$ cat config.mk
export PLATFORM = sky130hd
export DESIGN_NAME = aux_converter_sequencer
export DESIGN_NICKNAME = d
export VERILOG_FILES = /design/src/rtl/aux_adc_pkg.sv /design/src/rtl/aux_converter_sequencer.sv
export SDC_FILE = /design/constraint.sdc
export NUM_CORES = 1
export LEC_CHECK = 0
export ABC_AREA = 1
export BUFFER_PORTS_ARGS = -buffer_cell sky130_fd_sc_hd__buf_2
export CORE_MARGIN = 3
export CORE_UTILIZATION = 59
export CTS_CLUSTER_DIAMETER = 50
export CTS_CLUSTER_SIZE = 25
export DETAILED_ROUTE_END_ITERATION = 7
export GPL_TIMING_DRIVEN = 0
export PLACE_DENSITY_LB_ADDON = 0.05
export SYNTH_ARGS = -nofsm -noshare
export SYNTH_HDL_FRONTEND = slang
export SYNTH_SLANG_ARGS = --single-unit
$ cat constraint.sdc
create_clock -name ref_clk -period 6.3 [get_ports ref_clk]
set_clock_uncertainty 0.15 [all_clocks]
set_input_delay 1.26 -clock ref_clk [delete_from_list [all_inputs] [get_ports ref_clk]]
set_output_delay 1.26 -clock ref_clk [all_outputs]
set_load 0.02 [all_outputs]
$ cat src/rtl/aux_adc_pkg.sv
// Constants and carrier types for the auxiliary converter sequencer.
// Assumes an on-chip register port behind the serial interface, one byte per address.
package aux_adc_pkg;

  // ---------------------------------------------------------------
  // Register map
  // ---------------------------------------------------------------
  localparam int          ADDR_W               = 14;
  localparam logic [13:0] OFS_SOURCE_SELECT    = 14'h0301;
  localparam logic [13:0] OFS_CONTROL          = 14'h0302;
  localparam logic [13:0] OFS_STATUS           = 14'h0303;
  localparam logic [13:0] OFS_RESULT           = 14'h0304;

  localparam logic [7:0]  RST_SOURCE_SELECT    = 8'h00;
  localparam logic [7:0]  RST_CONTROL          = 8'h00;
  localparam logic [7:0]  RST_RESULT           = 8'h00;
  localparam logic [7:0]  RD_UNMAPPED          = 8'h00;

  // ---------------------------------------------------------------
  // Field layouts
  // ---------------------------------------------------------------
  localparam int          CTL_ENABLE_BIT       = 0;
  localparam int          CTL_START_BIT        = 1;
  localparam int          CTL_RANGE_BIT        = 2;
  localparam int          CTL_LOG_BIT          = 3;
  localparam int          CTL_DIV_LSB          = 4;
  localparam int          CTL_DIV_MSB          = 7;
  localparam int          STS_EOC_BIT          = 0;
  localparam int          STS_BUSY_BIT         = 1;
  localparam int          RESULT_W             = 8;
  localparam int          DIV_W                = 4;

  // ---------------------------------------------------------------
  // Source select codes
  // ---------------------------------------------------------------
  localparam logic [7:0]  SRC_SENSOR_TO_PIN    = 8'h06;
  localparam logic [7:0]  SRC_SENSOR_TO_CONV   = 8'h0E;
  localparam logic [7:0]  SRC_PIN_TO_CONV      = 8'h0F;

  // ---------------------------------------------------------------
  // Timing
  // ---------------------------------------------------------------
  localparam int          CONV_CLOCKS_DEFAULT  = 10;
  localparam logic [3:0]  DIV_ZERO_SUBST       = 4'h1;

  // ---------------------------------------------------------------
  // Carriers
  // ---------------------------------------------------------------
  typedef struct packed {
    logic              wr;
    logic              rd;
    logic [13:0]       addr;
    logic [7:0]        wdata;
  } reg_req_t;

  typedef struct packed {
    logic              sensor_enable;
    logic              sensor_to_pin;
    logic              sensor_to_conv;
    logic              pin_to_conv;
    logic              conv_enable;
    logic              range_full;
    logic              log_response;
    logic              sample;
  } afe_ctrl_t;

  typedef enum logic [0:0] {
    ST_IDLE    = 1'b0,
    ST_CONVERT = 1'b1
  } conv_state_t;

endpackage

$ cat src/rtl/aux_converter_sequencer.sv
// Control logic of the auxiliary 8-bit converter and temperature sensor routing.
// Assumes a synchronous byte register port and an analog core that presents its
// quantized code on analog_code by the last conversion clock edge.
// Summary of operation
// - Source code 0x06 at 0x301 sends the sensor voltage out on the analog pin.
// - Source code 0x0E ties the sensor output to the converter input.
// - Source code 0x0F ties the analog pin to the converter input.
// - Each finished conversion leaves one unsigned 8-bit code in the result register.
// - The converter runs only while control bit 0 at 0x302 is set.
// - A 0 then 1 written to control bit 1 starts exactly one conversion if none is running.
// - Status at 0x303 shows end of conversion in bit 0 and busy in bit 1.
// - The finished code is readable at 0x304 once status shows completion.
// - Control bit 2 picks the 1.2 V span at 0 and the 2.3 V span at 1.
// - Control bit 3 picks a linear response at 0 and a logarithmic one at 1.
// - The converter clock is the reference clock over twice the divider in bits 7 to 4.
// - A high power-down pin disables converter and sensor until it goes low again.
module aux_converter_sequencer
  import aux_adc_pkg::*;
#(
  parameter int unsigned CONV_CLOCKS = aux_adc_pkg::CONV_CLOCKS_DEFAULT
)
(
  // Clock and reset
  input  wire logic                 ref_clk,
  input  wire logic                 rst,
  // Register port
  input  aux_adc_pkg::reg_req_t     req,
  output logic [7:0]                rdata,
  // Pins
  input  wire logic                 power_down_pin,
  // Analog core
  input  wire logic [7:0]           analog_code,
  output aux_adc_pkg::afe_ctrl_t    afe,
  output logic                      converter_clk
);
  import aux_adc_pkg::*;

  localparam int CW = $clog2(CONV_CLOCKS + 1);

  // ---------------------------------------------------------------
  // Register storage
  // ---------------------------------------------------------------
  logic [7:0]        source_select;
  logic [7:0]        control;
  logic [7:0]        result;
  logic              eoc;
  logic              busy;
  logic              start_prev;
  conv_state_t       state;
  conv_state_t       next_state;
  logic [DIV_W-1:0]  div_cnt;
  logic [CW-1:0]     edge_cnt;

  function automatic logic hit(input reg_req_t r, input logic [13:0] ofs);
    hit = r.addr == ofs;
  endfunction

  wire logic wr_source  = req.wr && hit(req, OFS_SOURCE_SELECT);
  wire logic wr_control = req.wr && hit(req, OFS_CONTROL);

  always_ff @(posedge ref_clk or posedge rst)
  begin
    if (rst)
    begin
      source_select <= RST_SOURCE_SELECT;
      control       <= RST_CONTROL;
    end
    else
    begin
      if (wr_source)
        source_select <= req.wdata;
      if (wr_control)
        control <= req.wdata;
    end
  end

  // ---------------------------------------------------------------
  // Routing and analog controls
  // ---------------------------------------------------------------
  wire logic             enable_bit   = control[CTL_ENABLE_BIT];
  wire logic             start_bit    = control[CTL_START_BIT];
  wire logic [DIV_W-1:0] div_field    = control[CTL_DIV_MSB:CTL_DIV_LSB];
  wire logic             active       = enable_bit && !power_down_pin;
  wire logic             route_s_pin  = source_select == SRC_SENSOR_TO_PIN;
  wire logic             route_s_conv = source_select == SRC_SENSOR_TO_CONV;
  wire logic             route_p_conv = source_select == SRC_PIN_TO_CONV;

  assign afe.sensor_enable  = (route_s_pin || route_s_conv) && !power_down_pin;
  assign afe.sensor_to_pin  = route_s_pin && !power_down_pin;
  assign afe.sensor_to_conv = route_s_conv && !power_down_pin;
  assign afe.pin_to_conv    = route_p_conv && !power_down_pin;
  assign afe.conv_enable    = active;
  assign afe.range_full     = control[CTL_RANGE_BIT];
  assign afe.log_response   = control[CTL_LOG_BIT];
  assign afe.sample         = busy;

  // ---------------------------------------------------------------
  // Conversion clock divider
  // ---------------------------------------------------------------
  // A zero divider would stop the clock, so it behaves as one
  wire logic [DIV_W-1:0] eff_div   = (div_field == '0) ? DIV_ZERO_SUBST : div_field;
  wire logic             div_wrap  = div_cnt == eff_div - DIV_ZERO_SUBST;
  wire logic             tick_rise = active && div_wrap && !converter_clk;

  always_ff @(posedge ref_clk or posedge rst)
  begin
    if (rst)
    begin
      div_cnt       <= '0;
      converter_clk <= 1'b0;
    end
    else if (!active)
    begin
      div_cnt       <= '0;
      converter_clk <= 1'b0;
    end
    else if (div_wrap)
    begin
      div_cnt       <= '0;
      converter_clk <= !converter_clk;
    end
    else
      div_cnt <= div_cnt + DIV_ZERO_SUBST;
  end

  // ---------------------------------------------------------------
  // Conversion sequencer
  // ---------------------------------------------------------------
  wire logic start_edge = start_bit && !start_prev;
  wire logic last_edge  = edge_cnt == CW'(CONV_CLOCKS - 1);
  wire logic conv_go    = (state == ST_IDLE) && start_edge && active;
  wire logic conv_done  = (state == ST_CONVERT) && active && tick_rise && last_edge;
  wire logic conv_abort = (state == ST_CONVERT) && !active;

  always_comb
  begin
    next_state = state;
    case (state)
      ST_IDLE:
        if (conv_go)
          next_state = ST_CONVERT;
      ST_CONVERT:
        if (conv_abort || conv_done)
          next_state = ST_IDLE;
      default:
        next_state = ST_IDLE;
    endcase
  end

  always_ff @(posedge ref_clk or posedge rst)
  begin
    if (rst)
    begin
      state      <= ST_IDLE;
      start_prev <= 1'b0;
      edge_cnt   <= '0;
    end
    else
    begin
      state      <= next_state;
      start_prev <= start_bit;
      if (conv_go)
        edge_cnt <= '0;
      else if (state == ST_CONVERT && tick_rise)
        edge_cnt <= edge_cnt + CW'(1);
    end
  end

  // Start only comes from idle, so it never meets a completion
  always_ff @(posedge ref_clk or posedge rst)
  begin
    if (rst)
    begin
      eoc    <= 1'b0;
      busy   <= 1'b0;
      result <= RST_RESULT;
    end
    else if (conv_go)
    begin
      eoc  <= 1'b0;
      busy <= 1'b1;
    end
    else if (conv_done)
    begin
      eoc    <= 1'b1;
      busy   <= 1'b0;
      result <= analog_code;
    end
    else if (conv_abort)
      busy <= 1'b0;
  end

  // ---------------------------------------------------------------
  // Read path
  // ---------------------------------------------------------------
  logic [7:0] status_word;
  logic [7:0] next_rdata;

  always_comb
  begin
    status_word               = '0;
    status_word[STS_EOC_BIT]  = eoc;
    status_word[STS_BUSY_BIT] = busy;
  end

  assign next_rdata = hit(req, OFS_SOURCE_SELECT) ? source_select :
                      hit(req, OFS_CONTROL)       ? control       :
                      hit(req, OFS_STATUS)        ? status_word   :
                      hit(req, OFS_RESULT)        ? result        : RD_UNMAPPED;

  always_ff @(posedge ref_clk or posedge rst)
  begin
    if (rst)
      rdata <= RD_UNMAPPED;
    else if (req.rd)
      rdata <= next_rdata;
  end

  logic [DIV_W-1:0] phase_len;
  logic             phase_valid;
  logic             clk_seen;

  // Length of each converter clock level in reference cycles
  always_ff @(posedge ref_clk or posedge rst)
  begin
    if (rst)
    begin
      phase_len   <= '0;
      phase_valid <= 1'b0;
      clk_seen    <= 1'b0;
    end
    else
    begin
      clk_seen <= converter_clk;
      if (!active || wr_control)
      begin
        phase_len   <= '0;
        phase_valid <= 1'b0;
      end
      else if (converter_clk != clk_seen)
      begin
        phase_len   <= 4'h1;
        phase_valid <= 1'b1;
      end
      else
        phase_len <= phase_len + 4'h1;
    end
  end
endmodule

==> impl_metrics.env, run 1 <==
export IMPL_switching_share_pct=21.6
export IMPL_final_antenna_net_count=0
export IMPL_seqPwrFrac_pct=60.8
export IMPL_comb_power_share_pct=5.6
export IMPL_hold_end="start_prev"
export IMPL_gr_usage_met2_pct=38.3
export IMPL_finish_cell_count_without_fillers=417
export IMPL_cts_tree="built"
export IMPL_design_die_area_mm2=0.00499
export IMPL_yosys_warnings=0
export IMPL_initialDrtViolationCount=123
export IMPL_grt_start_max_net_pins=46
export IMPL_clkPwrFrac_pct=33.6
export IMPL_cts_buffers_inserted=5
export IMPL_detailedPlacementHpwl_mm=3.93
export IMPL_number_of_flops_mapped_to_enable_cells_by_yosys=0
export IMPL_dp_slack_ns=2.92
export IMPL_synth_yosys_seq_area_share_pct=45.6
export IMPL_postRouteWirelength_mm=5.00
export IMPL_global_route_overflow_total=0
export IMPL_max_freq_mhz=295
export IMPL_net_switching_power_mw=0.103
export IMPL_worst_pin_slew_ns=0.517
export IMPL_result_of_the_run="completed"
export IMPL_share_of_layout_cells_above_drive_strength_1_pct=26.3
export IMPL_antennaDiodeCount=0
export IMPL_syn_instance_count=312
export IMPL_post_drt_via_cell_ratio=5.12
export IMPL_timing_final_setup_violations=0
export IMPL_timing_setup_critical_path_class="in2out"
export IMPL_yosysUniqueCellTypes=30
export IMPL_post_cts_resized_instances=0
export IMPL_h_tree_depth=2
export IMPL_io_pins=52
export IMPL_grtUsageMet1_pct=27.1
export IMPL_grt_pass1_wl_mm=8.71
export IMPL_period_minus_slack_ns=3.39
export IMPL_routability_driven_placement_congestion_ratio=0.892
export IMPL_rr_endpoint="result[2]"
export IMPL_placement_io_buffers=50
export IMPL_avgSynthCellArea_um2=7.91
export IMPL_yosysTopAreaCellShare_pct=45.6
export IMPL_vias=2135
export IMPL_timing_max_transition_violations_final=0
export IMPL_worstPathArrival_ns=1.98
export IMPL_ys_async_sr_fraction_pct=100
export IMPL_worst_hold_start="control[1]"
export IMPL_postCtsSetupBuffers=0
export IMPL_grt_pass1_vias=2069
export IMPL_slew_limit_headroom_pct=65.4
export IMPL_worst_setup_path_start_kind="input pin"
export IMPL_worst_skew_pair_late_latency_ns=0.29
export IMPL_rsz_0062_raised_after_global_routing="no"
export IMPL_mappedNetlistArea_mm2=0.00247
export IMPL_die_h_um=70.7
export IMPL_cp_end_kind="primary output"
export IMPL_reg2reg_depth=13
export IMPL_power_density_mw_per_mm2=165
export IMPL_hold_path_class="reg2reg"
export IMPL_initial_core_util_pct=64.0
export IMPL_globalRouteTotalUtil_pct=21.5
export IMPL_flow_area_growth_from_synthesis_pct=16.4
export IMPL_nNetsFinal=409
export IMPL_power_internal_mw=0.372
export IMPL_clkTransAtPathRegs_ns=0.08
export IMPL_cts_path_max_buffers=2
export IMPL_yosys_top_cells_area="dfrtp_1 46%, nand2_1 16%, nand3_1 7.7%"
export IMPL_detail_route_first_pass_iterations=4
export IMPL_synthDominantAreaCellType="dfrtp_1"
export IMPL_wire_length_per_cell_um=12.0
export IMPL_ctsRootBufferMaster="clkbuf_8"
export IMPL_post_route_drc_count=0
export IMPL_setup_slack_ns=2.91
export IMPL_irDropWorstVdd_v=0.000153
export IMPL_leakagePower_nw=1.58
export IMPL_post_cts_hold_buffer_count=0
export IMPL_min_delay_path_depth=0
export IMPL_critical_path_peak_fanout=5
export IMPL_dieWidth_um=70.7
export IMPL_startpoint_of_the_most_critical_setup_path="power_down_pin"
export IMPL_top_usage_layer="met2"
export IMPL_global_route_usage_met3_pct=3.69
export IMPL_rrSetupSlack_ns=3.97
export IMPL_drv_cap=0
export IMPL_dpl_cell_count=411
export IMPL_crit_required_ns=4.89
export IMPL_synth_net_count=351
export IMPL_totalNegativeSetupSlack_ns=0
export IMPL_cts_sink_count=45
export IMPL_worstReg2RegStart="control[6]"
export IMPL_postSynth_topFlopCell="dfrtp_1"
export IMPL_core_area_mm2=0.00385
export IMPL_power_mw=0.475
export IMPL_rows=22
export IMPL_grt_antenna_before_repair=0
export IMPL_final_hold_viol_count=0
export IMPL_fin_crit_sh_pct=53.8
export IMPL_yosys_register_bits=45
## per-layer routing
| metal | wire [µm] | vias to the layer above |
|---|---|---|
| li1 | - | 1099 |
| met1 | 2190 | 965 |
| met2 | 2440 | 64 |
| met3 | 326 | 7 |
| met4 | 49 | 0 |
| met5 | 0 | - |
## worst max-delay path: stages
cell and delay [ns]:
buf_2 0.12, inv_1 0.06, nand2_1 0.16, inv_1 0.10
buf_4 0.13, buf_2 0.15
## registers in the layout, indices dropped and copies added (netlist names), 4 cells and up
register       flops
result             8
rdata              8
div_cnt            4
edge_cnt           4
control            8
source_select      8
## cells in the mapped netlist, types with 3 or more instances
| library cell | number |
|---|---|
| dfrtp_1 | 45 |
| ha_1 | 4 |
| nor3_1 | 4 |
| nand3_1 | 38 |
| inv_1 | 35 |
| buf_6 | 4 |
| and2_1 | 3 |
| xor2_1 | 4 |
| nand4_1 | 5 |
| o21ai_2 | 14 |
| nand2_2 | 3 |
| nand2_1 | 107 |
| buf_4 | 4 |
| nor2_1 | 20 |
## through the flow
step | hold slack, ns | utilization [%] | cell area [µm²]
2_1_floorplan | 0.245 | - | 2470
3_3_place_gp | 0.286 | 72.1 | 2780
3_5_place_dp | 0.300 | 72.6 | 2800
4_1_cts | 0.314 | 74.5 | 2870
5_1_grt | 0.330 | 74.5 | 2870
6_report | 0.313 | 74.5 | 2870
## placed cells by master, fill, tap and decap left out, drive strengths merged, types with 3 or more instances in the layout
| cell | netlist | final |
|---|---|---|
| nand2 | 110 | 110 |
| buf | 10 | 61 |
| dfrtp | 45 | 45 |
| nand3 | 40 | 40 |
| inv | 36 | 36 |
| nor2 | 24 | 24 |
| o21ai | 16 | 16 |
| clkbuf | 2 | 7 |
| nand4 | 5 | 5 |
| xor2 | 4 | 4 |
| nor3 | 4 | 4 |
| ha | 4 | 4 |
| and2 | 4 | 4 |
| nor4 | 3 | 3 |
## cell families after synthesis
logic type                 share of synthesized area [%]
and+or+nand+nor                                     34.9
DFF                                                 45.6
xor gates and xnor gates                            1.77
AOI/OAI and AO/OA                                   6.34
buffers and inverters                               9.28
adders and majority gates                           2.03
## how the worst max path moves through the flow
stage	to	cells after the start	slack [ns]
floorplan	afe[5]	1	2.92
global placement	afe[3]	6	2.92
detailed placement	afe[3]	6	2.92
CTS	afe[3]	6	2.92
global route	afe[3]	6	2.87
finish	afe[3]	6	2.91
## area by class of cell
cell class              count  area (µm²)
multi-input cells         219        1110
plain buffers              12        93.8
inverters                  36         135
clock buffers               5        68.8
flip-flops and latches     45        1130
clock inverters             1        5.00
well taps                  48        60.1
fillers                   313         982
repair buffers             51         270
## power by group through the flow
| stage | registers, mW | logic (mW) | clock network, mW |
|---|---|---|---|
| 4_1_cts | 0.289 | 0.0271 | 0.165 |
| 5_1_grt | 0.289 | 0.0305 | 0.176 |
| 3_5_place_dp | 0.295 | 0.0271 | 0 |
| 3_3_place_gp | 0.295 | 0.0248 | 0 |
| 6_report | 0.289 | 0.0266 | 0.160 |
| 2_1_floorplan | 0.295 | 0.0117 | 0 |
(Power assumes the default switching activity.)
==> run 2: changes to the inputs <==
--- a/config.mk
+++ b/config.mk
@@ -8,7 +8,7 @@
 export ABC_AREA = 1
 export BUFFER_PORTS_ARGS = -buffer_cell sky130_fd_sc_hd__buf_2
 export CORE_MARGIN = 3
-export CORE_UTILIZATION = 59
+export CORE_UTILIZATION = 49
 export CTS_CLUSTER_DIAMETER = 50
 export CTS_CLUSTER_SIZE = 25
 export DETAILED_ROUTE_END_ITERATION = 7
==> constraint.sdc (replaced) <==
create_clock -name ref_clk -period 2.9 [get_ports ref_clk]
set_clock_uncertainty 0.15 [all_clocks]
set_input_delay 0.58 -clock ref_clk [delete_from_list [all_inputs] [get_ports ref_clk]]
set_output_delay 0.58 -clock ref_clk [all_outputs]
set_load 0.02 [all_outputs]
==> impl_metrics.env, run 2 (same netlist as run 1, synthesis figures left out) <==
export IMPL_postRouteWirelength_mm=5.31
export IMPL_timing_setup_critical_path_class="reg2out"
export IMPL_net_switching_power_mw=0.237
export IMPL_critical_path_peak_fanout=4
export IMPL_seqPwrFrac_pct=56.9
export IMPL_dieWidth_um=77.0
export IMPL_antennaDiodeCount=0
export IMPL_io_pins=52
export IMPL_cts_buffers_inserted=5
export IMPL_ctsRootBufferMaster="clkbuf_8"
export IMPL_crit_required_ns=2.17
export IMPL_detail_route_first_pass_iterations=4
export IMPL_post_cts_hold_buffer_count=0
export IMPL_routability_driven_placement_congestion_ratio=0.801
export IMPL_timing_max_transition_violations_final=0
export IMPL_nNetsFinal=409
export IMPL_worst_skew_pair_late_latency_ns=0.30
export IMPL_cts_tree="built"
export IMPL_layout_common_cells="107 x nand2_1, 52 x buf_2, 45 x dfrtp_1"
export IMPL_post_route_cell_area_mm2=0.00292
export IMPL_post_drt_via_cell_ratio=4.88
export IMPL_share_of_layout_cells_above_drive_strength_1_pct=26.7
export IMPL_timing_final_setup_violations=0
export IMPL_power_density_mw_per_mm2=377
export IMPL_power_internal_mw=0.865
export IMPL_fin_crit_sh_pct=81.3
export IMPL_layout_cells_most_common="nand2_1"
export IMPL_rsz_0062_raised_after_global_routing="no"
export IMPL_cts_sink_count=45
export IMPL_leakagePower_nw=1.59
export IMPL_switching_share_pct=21.5
export IMPL_final_hold_viol_count=0
export IMPL_totalNegativeSetupSlack_ns=0
export IMPL_rows=25
export IMPL_filler_cell_count=464
export IMPL_comb_power_share_pct=5.2
export IMPL_flow_area_growth_from_synthesis_pct=18.5
export IMPL_worstPathArrival_ns=1.63
export IMPL_period_minus_slack_ns=2.36
export IMPL_die_h_um=77.0
export IMPL_grt_start_max_net_pins=40
export IMPL_rrSetupSlack_ns=0.57
export IMPL_result_of_the_run="completed"
export IMPL_irDropWorstVdd_v=0.000214
export IMPL_final_antenna_net_count=0
export IMPL_max_freq_mhz=424
export IMPL_drv_cap=0
export IMPL_slowest_delay_ns=0.43
export IMPL_placement_io_buffers=50
export IMPL_wire_length_per_cell_um=12.1
export IMPL_post_cts_resized_instances=0
export IMPL_worst_setup_path_start_kind="flip-flop"
export IMPL_slowest_stage="dfrtp_1"
export IMPL_post_route_drc_count=0
export IMPL_h_tree_depth=2
export IMPL_global_route_overflow_total=0
export IMPL_detailedPlacementHpwl_mm=4.17
export IMPL_grt_pass1_wl_mm=9.43
export IMPL_postCtsSetupBuffers=0
export IMPL_slew_limit_headroom_pct=66.4
export IMPL_placed_cell_area_mm2=0.00282
export IMPL_grt_pass1_vias=2110
export IMPL_worst_pin_slew_ns=0.502
export IMPL_core_area_mm2=0.00479
export IMPL_grt_antenna_before_repair=0
export IMPL_clkPwrFrac_pct=37.9
export IMPL_design_die_area_mm2=0.00592
export IMPL_initial_core_util_pct=51.6
export IMPL_path_delay_family="simple AND/OR/NAND/NOR gates"
export IMPL_hold_path_class="in2async"
export IMPL_vias=2137
export IMPL_clkTransAtPathRegs_ns=0.08
export IMPL_cp_num_buf_inv=1
export IMPL_cp_cell_sequence="nor4_1 -> nand4_1 -> nor3_1 -> buf_2"
export IMPL_finish_utilization_pct=61.1
export IMPL_final_hold_worst_slack_ns=0.0193
export IMPL_initialDrtViolationCount=113
export IMPL_globalRouteTotalUtil_pct=19.8
export IMPL_cp_end_kind="primary output"
export IMPL_cts_path_max_buffers=2
-- run 2: worst paths after layout --
check / startpoint / to / depth (start not counted)
worst max-delay path: source_select[7] / afe[4] / 4
worst min register to register: control[1] / start_prev / 0
max in group asynchronous: rst / rdata[4] / 3
min in group ref_clk: control[1] / start_prev / 0
worst min-delay path: rst / converter_clk / 2
worst max register to register: control[6] / result[2] / 13
-- run 2: per-stage QoR --
step / setup WS, ns / std cells / total power, mW
after floorplan: 0.813 / 312 / 0.665
after global placement: 0.497 / 429 / 0.695
after detailed placement: 0.559 / 430 / 0.699
after CTS: 0.543 / 438 / 1.12
after global routing: 0.369 / 438 / 1.16
final: 0.541 / 438 / 1.10
-- run 2: power by group through the flow --
| stage | logic [mW] | clock network [mW] | registers (mW) |
|---|---|---|---|
| 2_1_floorplan | 0.0254 | 0 | 0.640 |
| 3_3_place_gp | 0.0549 | 0 | 0.640 |
| 3_5_place_dp | 0.0595 | 0 | 0.640 |
| 4_1_cts | 0.0595 | 0.435 | 0.627 |
| 5_1_grt | 0.0671 | 0.466 | 0.628 |
| 6_report | 0.0579 | 0.418 | 0.627 |
-- run 2: area by class of cell --
cell class	instances	area (µm²)	area share (%)
flip-flops and latches	45	1130	38.5
multi-input cells	219	1110	38.1
repair buffers	51	270	9.25
inverters	36	135	4.62
clock buffers	7	96.3	3.30
plain buffers	12	93.8	3.21
well taps	67	83.8	2.87
clock inverters	1	5.00	0.171
-- run 2: routing by layer --
layer	part of all wire, %	track usage [%]
met1	47	25.2
met5	0	0
met4	1.7	6.70
met2	46	33.1
met3	5.3	4.46
